--- src/hw/fwm_pkg.sv ---
// Package for the flash write manager: address map, timing and carriers.
// Assumes a 100 MHz single clock and a byte-wide nonvolatile array port.
package fwm_pkg;
    // Clock rate and physical cycle time
    localparam int CLK_HZ = 100000000;
    localparam int ERASE_WRITE_MS = 20;
    localparam int ERASE_WRITE_CYCLES = (CLK_HZ / 1000) * ERASE_WRITE_MS;
    // Address widths and region bounds
    localparam int ADDR_W = 16;
    localparam logic [15:0] FW_REGION_END = 16'h4000;   // First 16 KB hold firmware
    localparam logic [15:0] ONCHIP_BASE = 16'h4000;     // On-chip flash window base
    localparam logic [15:0] ONCHIP_SIZE = 16'h1000;     // On-chip flash window size
    localparam int GROUP_N = 8;                         // Bytes merged per cycle
    localparam int GROUP_IDX_W = 3;
    // Source of a write request
    typedef enum logic [1:0] {
        FWM_SRC_LOCAL = 2'h0,   // Local processor
        FWM_SRC_PROG = 2'h1,    // External device programmer
        FWM_SRC_NET = 2'h2      // Network management download
    } fwm_src_type;
    // Write request carrier
    typedef struct packed {
        logic [15:0] addr;
        logic [7:0] data;
        fwm_src_type src;
        logic merge;            // Allow grouping with neighbours
    } fwm_req_type;
    // Answer carrier
    typedef struct packed {
        logic done;             // Request finished
        logic rejected;         // Refused by region protection
        logic skipped;          // Data already stored, no cycle used
    } fwm_resp_type;
    // Array program command carrier
    typedef struct packed {
        logic [15:0] base;      // Address of first byte of the group
        logic [7:0] mask;       // Which group bytes carry new data
        logic [63:0] data;      // Group data, byte i at bits 8i+7:8i
    } fwm_prog_type;
endpackage

--- src/hw/fwm_write_manager.sv ---
// Flash write manager: protects regions, skips unchanged bytes, merges groups.
// Assumes the array read port answers combinationally for the request address.
// Assumes inputs synchronous to clk_in and a reset held for one edge or more.
// Slow timing comes from a cycle counter, not from a second clock.
module fwm_write_manager #(
    parameter int BUSY_CYCLES = fwm_pkg::ERASE_WRITE_CYCLES
) (
    // Clock and reset
    input wire logic clk_in,
    input wire logic rst_b_in,
    // Request side
    input wire logic req_valid_in,
    input fwm_pkg::fwm_req_type req_in,
    output logic req_ready_out,
    // Control
    input wire logic flush_in,
    // Array side
    input wire logic [7:0] array_rdata_in,
    output logic [15:0] array_raddr_out,
    output logic prog_valid_out,
    output fwm_pkg::fwm_prog_type prog_out,
    output logic prog_onchip_out,
    // Answer and status
    output fwm_pkg::fwm_resp_type resp_out,
    output logic busy_out
);
    // Manager states, Gray coded along idle -> commit -> wait
    // Idle gathers bytes and answers at once; commit hands the group
    // to the array once the busy window is over; wait holds the port
    // until the erase/write cycle has run out.
    typedef enum logic [1:0] {
        FWM_IDLE = 2'b00,
        FWM_COMMIT = 2'b01,
        FWM_WAIT = 2'b11
    } fwm_state_type;

    // Manager state and the group being gathered
    fwm_state_type state;            // Current state
    fwm_state_type next_state;
    fwm_pkg::fwm_prog_type grp;      // Pending merge group
    fwm_pkg::fwm_prog_type next_grp;
    fwm_pkg::fwm_req_type held;      // Request waiting behind a commit
    fwm_pkg::fwm_req_type next_held;
    logic held_v;                    // Held request present
    logic next_held_v;
    // Registered outputs
    fwm_pkg::fwm_resp_type resp;     // Registered answer
    fwm_pkg::fwm_resp_type next_resp;
    fwm_pkg::fwm_prog_type prog;     // Registered program command
    fwm_pkg::fwm_prog_type next_prog;
    logic prog_v;
    logic next_prog_v;
    // Decode results, recomputed every cycle
    logic timer_busy;                // Array busy window running
    logic in_fw;                     // Request lands in firmware region
    logic same;                      // Request data equals stored byte
    logic fits;                      // Request extends the pending group
    logic [15:0] req_base;           // Group base of the request
    logic [2:0] req_idx;             // Byte slot of the request
    logic [63:0] grp_data_upd;       // Group data with new byte placed

    // Busy timer for one physical cycle
    // It starts on the program pulse, so the window is counted from the
    // cycle in which the array really sees the command.
    fwm_busy_timer #(.CYCLES(BUSY_CYCLES)) u_timer (
        .clk_in(clk_in),
        .rst_b_in(rst_b_in),
        .start_in(prog_v),
        .busy_out(timer_busy)
    );

    // Request decode
    // Everything here looks at the request as it stands this cycle;
    // the stored byte arrives through the combinational read port.
    // A request fits only when its base matches and its slot is free,
    // so a repeated slot never overwrites data still waiting to commit.
    always_comb begin
        req_base = {req_in.addr[15:3], 3'h0};
        req_idx = req_in.addr[2:0];
        // Address below the firmware bound
        in_fw = (req_in.addr < fwm_pkg::FW_REGION_END);
        same = (array_rdata_in == req_in.data);
        // Free slot in the same eight-byte group
        fits = (grp.mask != 8'h00) && (grp.base == req_base) && !grp.mask[req_idx];
        // Place the new byte in its slot of a copy of the group
        grp_data_upd = grp.data;
        for (int i = 0; i < fwm_pkg::GROUP_N; i++) begin
            if (i == int'(req_idx)) begin
                grp_data_upd[i*8 +: 8] = req_in.data;
            end
        end
    end

    // Next-state logic for group, answers and program commands
    // Priority in idle, highest first:
    //   a new request, unless one is already held;
    //   the held request, once the array is free again;
    //   a flush or a full group.
    // Refusal is checked before the compare, so a network write into
    // the firmware region never reads as already stored.
    // Merged bytes are answered when they are taken, not when they
    // reach the array; a reset before the commit loses them.
    // A request that does not fit is held and answered only after the
    // partial group has gone out and its busy window has ended.
    // Only one physical cycle is ever in flight; the timer gates both
    // the commit and the return to idle.
    always_comb begin
        next_state = state;
        next_grp = grp;
        next_held = held;
        next_held_v = held_v;
        next_resp = '0;
        next_prog = prog;
        next_prog_v = 1'b0;
        case (state)
            FWM_IDLE: begin
                if (req_valid_in && !held_v) begin
                    // The network may not touch the firmware that carries it
                    if (req_in.src == fwm_pkg::FWM_SRC_NET && in_fw) begin
                        next_resp = '{done: 1'b1, rejected: 1'b1, skipped: 1'b0};
                    end else if (same) begin
                        next_resp = '{done: 1'b1, rejected: 1'b0, skipped: 1'b1};
                    end else if (fits || grp.mask == 8'h00) begin
                        // Program or network into application space both land here
                        next_grp.base = req_base;
                        next_grp.data = grp_data_upd;
                        next_grp.mask[req_idx] = 1'b1;
                        next_resp = '{done: 1'b1, rejected: 1'b0, skipped: 1'b0};
                        // A request without merge closes the group at once
                        if (!req_in.merge) begin
                            next_state = FWM_COMMIT;
                        end
                    end else begin
                        // Park the request; the partial group goes out first
                        next_held = req_in;
                        next_held_v = 1'b1;
                        next_state = FWM_COMMIT;
                    end
                end else if (held_v && !timer_busy) begin
                    // Restart the held request as a fresh group
                    next_grp.base = {held.addr[15:3], 3'h0};
                    next_grp.mask = 8'h00;
                    next_grp.mask[held.addr[2:0]] = 1'b1;
                    for (int i = 0; i < fwm_pkg::GROUP_N; i++) begin
                        if (i == int'(held.addr[2:0])) begin
                            next_grp.data[i*8 +: 8] = held.data;
                        end
                    end
                    next_held_v = 1'b0;
                    next_resp = '{done: 1'b1, rejected: 1'b0, skipped: 1'b0};
                    next_state = held.merge ? FWM_IDLE : FWM_COMMIT;
                end else if ((flush_in || grp.mask == 8'hff) && grp.mask != 8'h00) begin
                    next_state = FWM_COMMIT;
                end
            end
            FWM_COMMIT: begin
                // Hand the group over once the array is free
                if (!timer_busy) begin
                    next_prog = grp;
                    next_prog_v = 1'b1;
                    // The array now owns these bytes
                    next_grp = '0;
                    next_state = FWM_WAIT;
                end
            end
            FWM_WAIT: begin
                // Stay until the timer and the pulse are both gone
                if (!timer_busy && !prog_v) begin
                    next_state = FWM_IDLE;
                end
            end
            default: begin
                // Unused code falls back to idle
                next_state = FWM_IDLE;
            end
        endcase
    end

    // Register all manager state
    // Reset clears the group, so merged bytes not yet committed are lost.
    // Every register here loads only constants on reset.
    always_ff @(posedge clk_in or negedge rst_b_in) begin
        if (!rst_b_in) begin
            state <= FWM_IDLE;
            grp <= '0;
            held <= '0;
            held_v <= 1'b0;
            resp <= '0;
            prog <= '0;
            prog_v <= 1'b0;
        end else begin
            state <= next_state;
            grp <= next_grp;
            held <= next_held;
            held_v <= next_held_v;
            resp <= next_resp;
            prog <= next_prog;
            prog_v <= next_prog_v;
        end
    end

    // Outputs
    // Ready is combinational so a request is taken in the first idle cycle with no request held.
    // The read address follows the request, which the array answers at once.
    assign req_ready_out = (state == FWM_IDLE) && !held_v;
    assign array_raddr_out = req_in.addr;
    assign prog_valid_out = prog_v;
    assign prog_out = prog;
    // Application space spans on-chip window and off-chip memory
    assign prog_onchip_out = (prog.base >= fwm_pkg::ONCHIP_BASE) &&
        (prog.base < fwm_pkg::ONCHIP_BASE + fwm_pkg::ONCHIP_SIZE);
    assign resp_out = resp;
    // Busy also covers the hand-over, not only the timer window
    assign busy_out = timer_busy || (state != FWM_IDLE);
endmodule

--- src/hw/fwm_busy_timer.sv ---
// Down counter that holds the array busy for one erase/write cycle.
// Assumes a single clock; the start pulse is ignored while counting.
module fwm_busy_timer #(
    parameter int CYCLES = fwm_pkg::ERASE_WRITE_CYCLES
) (
    input wire logic clk_in,
    input wire logic rst_b_in,
    input wire logic start_in,
    output logic busy_out
);
    logic [31:0] count;      // Cycles left in the busy window
    logic [31:0] next_count;

    // Load on start, count down to zero
    always_comb begin
        next_count = count;
        if (start_in && count == 32'h0) begin
            next_count = CYCLES[31:0];
        end else if (count != 32'h0) begin
            next_count = count - 32'h1;
        end
    end

    // Register the count
    always_ff @(posedge clk_in or negedge rst_b_in) begin
        if (!rst_b_in) begin
            count <= 32'h0;
        end else begin
            count <= next_count;
        end
    end

    assign busy_out = (count != 32'h0);
endmodule

--- config.mk ---
export PLATFORM = sky130hd
export DESIGN_NAME = fwm_write_manager
export DESIGN_NICKNAME = d
export VERILOG_FILES = /design/src/hw/fwm_pkg.sv /design/src/hw/fwm_write_manager.sv /design/src/hw/fwm_busy_timer.sv
export SDC_FILE = /design/constraint.sdc
export NUM_CORES = 1
export LEC_CHECK = 0
export BUFFER_PORTS_ARGS = -buffer_cell sky130_fd_sc_hd__buf_2
export CAP_MARGIN = 20
export CORE_ASPECT_RATIO = 1.1
export CORE_MARGIN = 2
export CORE_UTILIZATION = 40
export DETAILED_ROUTE_END_ITERATION = 8
export PLACE_DENSITY_LB_ADDON = 0.1
export SETUP_SLACK_MARGIN = 0.15
export SKIP_CTS_REPAIR_TIMING = 1
export SYNTH_ARGS = -nofsm -noshare
export SYNTH_HDL_FRONTEND = slang
export SYNTH_SLANG_ARGS = --single-unit
export TNS_END_PERCENT = 50
--- constraint.sdc ---
create_clock -name clk_in -period 4.06 [get_ports clk_in]
set_input_delay 0.406 -clock clk_in [delete_from_list [all_inputs] [get_ports clk_in]]
set_output_delay 0.406 -clock clk_in [all_outputs]
set_load 0.02 [all_outputs]
==> flow_metrics.py, run 1 <==
metrics = {
    "outcome": {
        "outcome": "complete, but fails checks",
        "violations": "negative hold slack",
    },
    "synth": {
        "netlist.area_leader.share_pct": 57.7,
        "async_reset_ff_share_pct": 100,
        "synth_area_mm2": 0.0102,
        "synth_warnings": 0,
        "synth_cell_type_count": 48,
        "ys.flop_type": "dfrtp_1",
        "synth_area_leaders": "dfrtp_1 58%, nand2_1 11%, mux2_2 8.9%, xnor2_1 2.0%, xor2_1 1.7%",
        "syn_inst": 957,
        "synth_seq_cells": 234,
        "avgSynthCellArea_um2": 10.6,
        "synthMostInstantiatedCell": "nand2_1",
        "seq_area_frac_synth_pct": 57.7,
        "yosys.area.top_type": "dfrtp_1",
        "synth_common_cells": "295 x nand2_1, 234 x dfrtp_1, 80 x mux2_2",
        "synth_edf_count": 0,
    },
    "global_route": {
        "grt_max_degree": 128,
        "grt_pass1_vias": 7086,
        "grt_pass1_wl_um": 39600,
        "antenna_found_initial": 0,
        "grt_use_total_pct": 18.9,
        "grt_overflow": 0,
    },
    "job": {
        "maxCapViolations": 0,
    },
    "placement": {
        "hpwlAfterDp_um": 16700,
        "dp_slack_ps": 578,
        "place_area_mm2": 0.0111,
        "globalplace.congestion": 0.816,
        "place_inst": 1372,
        "numPortBuffers": 146,
    },
    "final_layout": {
        "drive_above_1_share_pct": 26.7,
        "final_cells": 1418,
        "layout.nets": 1125,
        "fillers": 2400,
        "area_delta_synth_final_pct": 17.5,
        "fin_util_pct": 47.5,
        "final_area_mm2": 0.0119,
    },
    "power_and_ir_drop": {
        "p_total_mw": 4.72,
        "leakage_nw": 6.33,
        "power.density_mw_per_mm2": 395,
        "ir_drop_mv": 0.296,
    },
    "sta": {
        "slew_violations": 0,
        "period_share_pct": 86.1,
        "worst_pin_slew_ps": 1050,
        "whs_ps": -41.7,
        "max_freq_mhz": 286,
        "hold_viol": 17,
        "rsz0062_at_grt": "no",
        "setup_viol": 0,
        "final.setup.worst_slack_ps": 566,
        "fin_skew_ps": 7.98,
        "maxSlewHeadroom_pct": 30.1,
        "timing.setup.tns_ps": 0,
        "min_period_ps": 3490,
    },
    "setup_path": {
        "path_cells": "or4_4, or4_4, nor4_4, nand2_4, a32oi_2, and3_1, mux2_2",
        "reg2reg_depth": 7,
        "critical_path_required_ps": 4460,
        "crit_cells": 7,
        "worstSetupPathType": "reg -> reg",
        "r2r_start": "u_timer.count[24]$_DFFE_PN0P_",
        "reg2reg_slack_ps": 570,
        "crit_top_cell": "or4_4",
        "crit_end": "grp[26]$_DFFE_PN0P_",
        "cp_num_buf_inv": 0,
        "reg2reg_to": "grp[26]$_DFFE_PN0P_",
        "worstSetupStartpoint": "u_timer.count[24]$_DFFE_PN0P_",
        "cp-end-kind": "flop",
        "cp-start-kind": "flop",
        "cp_max_fo": 9,
        "arrival_ps": 3890,
        "cp_slowest_cell": "or4_4",
        "cpPeakStageDelay_ps": 570,
        "crit_family": "simple AND/OR/NAND/NOR gates",
    },
    "floorplanning": {
        "coreArea_mm2": 0.0251,
        "die_y_um": 171,
        "pin_count": 150,
        "die_width_um": 156,
        "die-area_mm2": 0.0267,
        "initial_core_util_pct": 40.4,
        "std_cell_rows": 61,
    },
    "routing": {
        "post_drt_wl_per_cell_um": 17.4,
        "drc": 0,
        "num_vias": 7208,
        "drt_first_iter_violations": 372,
        "postRouteAntennaNets": 0,
        "routed_wl_um": 24700,
        "drt_pre_antenna_iters": 4,
        "via_per_inst": 5.08,
    },
    "clock_tree": {
        "path_clk_slew_ps": 60,
        "htreeDepth": 1,
        "tritoncts": "yes",
        "root_buffer": "clkbuf_16",
        "numCtsBuffers": 25,
        "clock_sinks": 234,
        "clk_latency_ps": 520,
        "clk_path_buf_depth": 3,
    },
    "min_path": {
        "worstHoldPathType": "in -> async",
    },
}
-- power by group --
part	leakage, nW	internal, mW	switching [mW]	total [mW]
clock	0.394	1.27	0.912	2.18
sequential	3.20	2.34	0.00932	2.35
combinational	2.73	0.0500	0.140	0.190
-- layer usage --
layer | share of wire, % | GRT usage (%) | vias to the layer above | wire length [um]
met1 | 45 | 27.2 | 3531 | 11200
met4 | 2.2 | 4.99 | 0 | 556
met2 | 48 | 30.4 | 166 | 11800
met3 | 4.7 | 2.33 | 34 | 1170
met5 | 0 | 0 | - | 0
li1 | - | - | 3477 | -
-- sequential cells by signal (all words and copies together), names as in the netlist --
| register | cells |
|---|---|
| grp | 85 |
| prog_out | 85 |
| u_timer.count | 32 |
| held | 25 |
| resp_out | 3 |
| state | 2 |
| held_v | 1 |
| prog_valid_out | 1 |
-- kinds of logic after synthesis --
group	Yosys count	synth area share, %
AOI/OAI and AO/OA	93	5.97
other	1	0.0369
DFF	234	57.7
buffers and inverters	70	3.35
adders and majority gates	2	0.246
and+or+nand+nor	408	17.2
xor gates and xnor gates	43	3.71
muxes	106	11.8
-- worst min path at each step --
stage / cells past startpoint / slack, ps / end
floorplan: 0 / 110 / grp[0]$_DFFE_PN0P_
global placement: 2 / 450 / prog_out[8]$_DFFE_PN0P_
detailed placement: 2 / 450 / prog_out[22]$_DFFE_PN0P_
CTS: 1 / 30 / u_timer.count[16]$_DFFE_PN0P_
global route: 1 / 20 / u_timer.count[17]$_DFFE_PN0P_
finish: 1 / -40 / u_timer.count[16]$_DFFE_PN0P_
-- layout make-up --
cell class	instances	area, um2	area share, %
Multi-Input combinational cell	655	3980	33.4
Inverter	7	26.3	0.220
Tap cell	315	394	3.30
Sequential cell	234	5860	49.1
Clock buffer	35	703	5.89
Antenna cell	1	2.50	0.0210
Clock inverter	10	78.8	0.661
Timing Repair Buffer	161	891	7.47
-- worst reg2reg max path: stages (launching register included) --
cell     delay, ps
dfrtp_1        420
or4_4          570
or4_4          470
nor4_4         480
nand2_4        110
a32oi_2        450
and3_1         490
mux2_2         390
-- placed cells by master (no fill, tap or decap), types with 8 or more instances in the layout --
master,instances
mux2_1,8
nor4_1,12
o22a_1,8
a31oi_1,11
xnor2_1,23
a21oi_1,18
clkinv_2,8
xor2_1,20
buf_4,12
mux2_2,80
dfrtp_1,234
buf_2,145
mux2i_1,16
nor3_1,19
o31ai_1,18
nor2_1,33
nand2_1,295
clkbuf_16,25
nand3_1,8
o21ai_0,24
No activity file was read; power rests on OpenSTA's default activity.
==> run 2: changes to the inputs <==
- CTS_BUF_LIST: unset -> sky130_fd_sc_hd__clkbuf_2 sky130_fd_sc_hd__clkbuf_4 sky130_fd_sc_hd__clkbuf_8
- CTS_CLUSTER_DIAMETER: unset -> 40
==> flow_metrics.py, run 2 (synthesis gave the netlist of run 1 again) <==
metrics = {
    "setup_path": {
        "r2r_start": "u_timer.count[24]$_DFFE_PN0P_",
        "cp-start-kind": "flop",
        "cp-end-kind": "flop",
        "reg2reg_depth": 7,
        "cpPeakStageDelay_ps": 570,
        "reg2reg_to": "grp[26]$_DFFE_PN0P_",
        "cp_max_fo": 9,
        "worstSetupPathType": "reg -> reg",
        "critical_path_required_ps": 4470,
        "cp_slowest_cell": "or4_4",
        "reg2reg_slack_ps": 530,
        "crit_top_cell": "or4_4",
        "path_cells": "or4_4, or4_4, nor4_4, nand2_4, a32oi_2, and3_1, mux2_2",
        "arrival_ps": 3940,
    },
    "power_and_ir_drop": {
        "ir_drop_mv": 0.217,
        "leakage_nw": 6.45,
        "power.density_mw_per_mm2": 415,
    },
    "global_route": {
        "antenna_found_initial": 0,
        "grt_overflow": 0,
        "grt_use_total_pct": 19.3,
        "grt_max_degree": 128,
        "grt_pass1_vias": 7222,
        "grt_pass1_wl_um": 40200,
    },
    "routing": {
        "drt_pre_antenna_iters": 4,
        "routed_wl_um": 25100,
        "drc": 0,
        "via_per_inst": 5.07,
        "post_drt_wl_per_cell_um": 17.3,
        "postRouteAntennaNets": 0,
        "drt_first_iter_violations": 343,
        "num_vias": 7347,
    },
    "placement": {
        "dp_slack_ps": 578,
        "numPortBuffers": 146,
        "place_area_mm2": 0.0111,
        "hpwlAfterDp_um": 16700,
        "globalplace.congestion": 0.816,
    },
    "sta": {
        "final.setup.worst_slack_ps": 535,
        "slew_violations": 0,
        "max_freq_mhz": 284,
        "min_period_ps": 3530,
        "timing.setup.tns_ps": 0,
        "worst_pin_slew_ps": 1070,
        "maxSlewHeadroom_pct": 28.5,
        "hold_viol": 0,
        "fin_skew_ps": 21.7,
        "period_share_pct": 86.8,
        "whs_ps": 168,
        "setup_viol": 0,
        "rsz0062_at_grt": "no",
    },
    "min_path": {
        "worstHoldPathType": "in -> reg",
        "hold_start": "req_in[0]",
        "hold_path_end": "held[0]$_DFFE_PN0P_",
        "hold_depth": 2,
    },
    "floorplanning": {
        "initial_core_util_pct": 40.4,
        "coreArea_mm2": 0.0251,
        "pin_count": 150,
        "std_cell_rows": 61,
        "die_width_um": 156,
        "die-area_mm2": 0.0267,
        "die_y_um": 171,
    },
    "clock_tree": {
        "path_clk_slew_ps": 60,
        "clock_sinks": 234,
        "clk_path_buf_depth": 3,
        "htreeDepth": 2,
        "numCtsBuffers": 42,
        "tritoncts": "yes",
        "root_buffer": "clkbuf_8",
        "clk_latency_ps": 540,
    },
    "final_layout": {
        "mostFrequentLayoutCells": "295 x nand2_1, 234 x dfrtp_1, 145 x buf_2, 80 x mux2_2, 53 x clkbuf_8",
        "drive_above_1_share_pct": 29.1,
        "area_delta_synth_final_pct": 19.5,
        "layout.nets": 1143,
        "final_area_mm2": 0.0121,
        "final_common_cell": "nand2_1",
        "fillers": 2368,
        "fin_util_pct": 48.3,
    },
    "outcome": {
        "outcome": "finished, final reports clean",
    },
    "job": {
        "maxCapViolations": 0,
    },
}
==> run 2: cell count changes in the layout (fill, tap and decap cells not counted) <==
cell,change
dlygate4sd3_1,+1
clkbuf_1,-6
clkbuf_8,+49
clkbuf_4,+12
clkinv_2,-2
inv_6,-1
bufinv_16,+3
clkbuf_16,-25
==> run 2: how the worst max path moves through the flow <==
stage,startpoint,to,slack [ps],cells after the start
global route,u_timer.count[14]$_DFFE_PN0P_,grp[4]$_DFFE_PN0P_,340,7
global placement,u_timer.count[24]$_DFFE_PN0P_,grp[50]$_DFFE_PN0P_,600,7
floorplan,u_timer.count[24]$_DFFE_PN0P_,grp[40]$_DFFE_PN0P_,890,8
finish,u_timer.count[24]$_DFFE_PN0P_,grp[26]$_DFFE_PN0P_,530,7
detailed placement,u_timer.count[24]$_DFFE_PN0P_,grp[26]$_DFFE_PN0P_,580,7
CTS,u_timer.count[24]$_DFFE_PN0P_,busy_out,540,6
==> run 2: routing by layer <==
metal / track usage, % / up-vias / share of wire [%]
li1: - / 3520 / -
met1: 27.4 / 3596 / 45
met2: 30.3 / 181 / 47
met3: 3.04 / 50 / 5.6
met4: 6.46 / 0 / 2.4
met5: 0 / - / 0
==> run 2: cell type report <==
class                           instances  area [um2]  area share (%)
Inverter                                7        26.3           0.217
Clock buffer                           65         820            6.76
Multi-Input combinational cell        655        3980            32.8
Antenna cell                            1        2.50          0.0206
Timing Repair Buffer                  162         901            7.43
Clock inverter                         10         150            1.24
Tap cell                              315         394            3.25
Sequential cell                       234        5860            48.3
==> run 2: metrics by stage <==
stage / std cells / power [mW]
2_1_floorplan: 959 / 2.47
5_1_grt: 1448 / 5.25
6_report: 1449 / 5.04
3_5_place_dp: 1372 / 2.59
4_1_cts: 1447 / 5.12
3_3_place_gp: 1372 / 2.59
==> run 2: critical path: cells and delay by family, from the launching register on <==
family / cells / cell delay (ps)
DFF: 1 / 420
and+or+nand+nor: 5 / 2120
muxes: 1 / 390
AOI/OAI and AO/OA: 1 / 460
==> run 2: report_power, final <==
part           total [mW]  internal [mW]  switching, mW
Combinational       0.191         0.0505          0.140
Clock                2.50           1.54          0.961
Sequential           2.35           2.34        0.00935
==> run 3: changes to the inputs <==
- BUFFER_PORTS_ARGS: -buffer_cell sky130_fd_sc_hd__buf_2 -> -buffer_cell sky130_fd_sc_hd__clkbuf_2
==> flow_metrics.py, run 3 (synthesis gave the netlist of run 1 again) <==
metrics = {
    "routing": {
        "drt_pre_antenna_iters": 4,
        "drc": 0,
        "postRouteAntennaNets": 0,
        "via_per_inst": 5.09,
        "drt_first_iter_violations": 267,
        "post_drt_wl_per_cell_um": 17.6,
        "num_vias": 7376,
        "routed_wl_um": 25500,
    },
    "global_route": {
        "grt_max_degree": 106,
        "antenna_found_initial": 0,
        "use_met1_pct": 27.1,
        "grt_use_met2_pct": 31.4,
        "grt_overflow": 0,
        "grt_pass1_vias": 7421,
        "met3_usage_pct": 3.44,
        "grt_use_total_pct": 19.6,
        "busiest_layer": "met2",
        "grt_pass1_wl_um": 40700,
    },
    "floorplanning": {
        "initial_core_util_pct": 40.4,
        "die_y_um": 171,
        "pin_count": 150,
        "die-area_mm2": 0.0267,
        "std_cell_rows": 61,
        "die_width_um": 156,
        "coreArea_mm2": 0.0251,
    },
    "power_and_ir_drop": {
        "internal-power_mw": 3.88,
        "power_frac_comb_pct": 3.9,
        "seqPwrFrac_pct": 47.1,
        "power.density_mw_per_mm2": 412,
        "leakage_nw": 6.36,
        "clkPwrFrac_pct": 49.0,
        "netSwitchingFraction_pct": 22.2,
        "ir_drop_mv": 0.199,
        "p_sw_mw": 1.11,
    },
    "placement": {
        "globalplace.congestion": 0.800,
        "hpwlAfterDp_um": 17100,
        "numPortBuffers": 146,
    },
    "sta": {
        "worst_pin_slew_ps": 1080,
        "timing.setup.tns_ps": 0,
        "max_freq_mhz": 272,
        "period_share_pct": 90.7,
        "setup_viol": 0,
        "rsz0062_at_grt": "no",
        "slew_violations": 0,
        "fin_skew_ps": 20.9,
        "maxSlewHeadroom_pct": 28.1,
        "min_period_ps": 3680,
        "hold_viol": 0,
    },
    "clock_tree": {
        "htreeDepth": 2,
        "clock_sinks": 234,
        "clk_path_buf_depth": 3,
        "path_clk_slew_ps": 70,
        "root_buffer": "clkbuf_8",
        "tritoncts": "yes",
        "clk_latency_ps": 550,
        "numCtsBuffers": 41,
    },
    "setup_path": {
        "cp_num_buf_inv": 0,
        "critical_path_required_ps": 4470,
        "cp_max_fo": 21,
        "reg2reg_depth": 7,
        "path_cells": "or4_4, or4_4, nor4_4, nand2_4, a32oi_2, and3_1, mux2_2",
        "cp-end-kind": "flop",
        "cpPeakStageDelay_ps": 580,
        "r2r_start": "u_timer.count[24]$_DFFE_PN0P_",
        "cp-start-kind": "flop",
        "crit_top_cell": "or4_4",
        "crit_family": "simple AND/OR/NAND/NOR gates",
        "arrival_ps": 4090,
        "cp_slowest_cell": "or4_4",
        "reg2reg_slack_ps": 380,
        "worstSetupPathType": "reg -> reg",
        "reg2reg_to": "grp[26]$_DFFE_PN0P_",
    },
    "min_path": {
        "hold_start": "req_in[4]",
        "worstHoldPathType": "in -> reg",
        "hold_path_end": "held[4]$_DFFE_PN0P_",
        "hold_depth": 2,
    },
    "outcome": {
        "outcome": "finished, final reports clean",
    },
    "final_layout": {
        "mostFrequentLayoutCells": "295 x nand2_1, 234 x dfrtp_1, 145 x clkbuf_2, 80 x mux2_2, 53 x clkbuf_8",
        "drive_above_1_share_pct": 29.1,
        "n_antenna_cell": 0,
        "fin_util_pct": 48.2,
        "area_delta_synth_final_pct": 19.2,
        "layout.nets": 1143,
        "final_common_cell": "nand2_1",
    },
    "job": {
        "maxCapViolations": 0,
    },
}
-- run 3: worst max path at each step --
stage | startpoint | end | slack [ps] | cells past startpoint
global placement | u_timer.count[24]$_DFFE_PN0P_ | grp[24]$_DFFE_PN0P_ | 420 | 7
CTS | u_timer.count[24]$_DFFE_PN0P_ | grp[26]$_DFFE_PN0P_ | 370 | 7
detailed placement | u_timer.count[24]$_DFFE_PN0P_ | grp[62]$_DFFE_PN0P_ | 410 | 7
global route | u_timer.count[24]$_DFFE_PN0P_ | grp[25]$_DFFE_PN0P_ | 190 | 7
finish | u_timer.count[24]$_DFFE_PN0P_ | grp[26]$_DFFE_PN0P_ | 380 | 7
floorplan | u_timer.count[24]$_DFFE_PN0P_ | grp[40]$_DFFE_PN0P_ | 890 | 8
-- run 3: metrics by stage --
step	setup slack, ps	instance area [um2]	cells	power, mW	hold WS, ps
finish	379	12100	1448	4.98	158
global route	191	12100	1448	5.19	152
CTS	374	12100	1447	5.05	-48.4
detailed placement	405	11100	1373	2.59	455
global placement	417	11100	1373	2.59	449
floorplan	886	10200	959	2.47	110
-- run 3: power groups by stage --
stage	clock [mW]	sequential, mW	combinational (mW)
finish	2.44	2.35	0.192
global route	2.63	2.35	0.213
CTS	2.50	2.35	0.197
detailed placement	0	2.39	0.196
global placement	0	2.39	0.197
floorplan	0	2.39	0.0871
-- run 3: worst register-to-register path: cells and delay by family, from the launching register on --
kind	cells	cell delay [ps]
muxes	1	380
and+or+nand+nor	5	2210
AOI/OAI and AO/OA	1	530
DFF	1	430
-- run 3: area by class of cell --
type / instances / area, um2
Sequential cell: 234 / 5860
Clock inverter: 7 / 113
Fill cell: 2426 / 13000
Multi-Input combinational cell: 655 / 3980
Inverter: 7 / 26.3
Tap cell: 315 / 394
Timing Repair Buffer: 163 / 896
Clock buffer: 67 / 835
-- run 3: per-layer routing --
layer | up-vias | wire, um
met3 | 47 | 1110
met5 | - | 0
met2 | 173 | 11800
li1 | 3526 | -
met4 | 0 | 729
met1 | 3630 | 11800
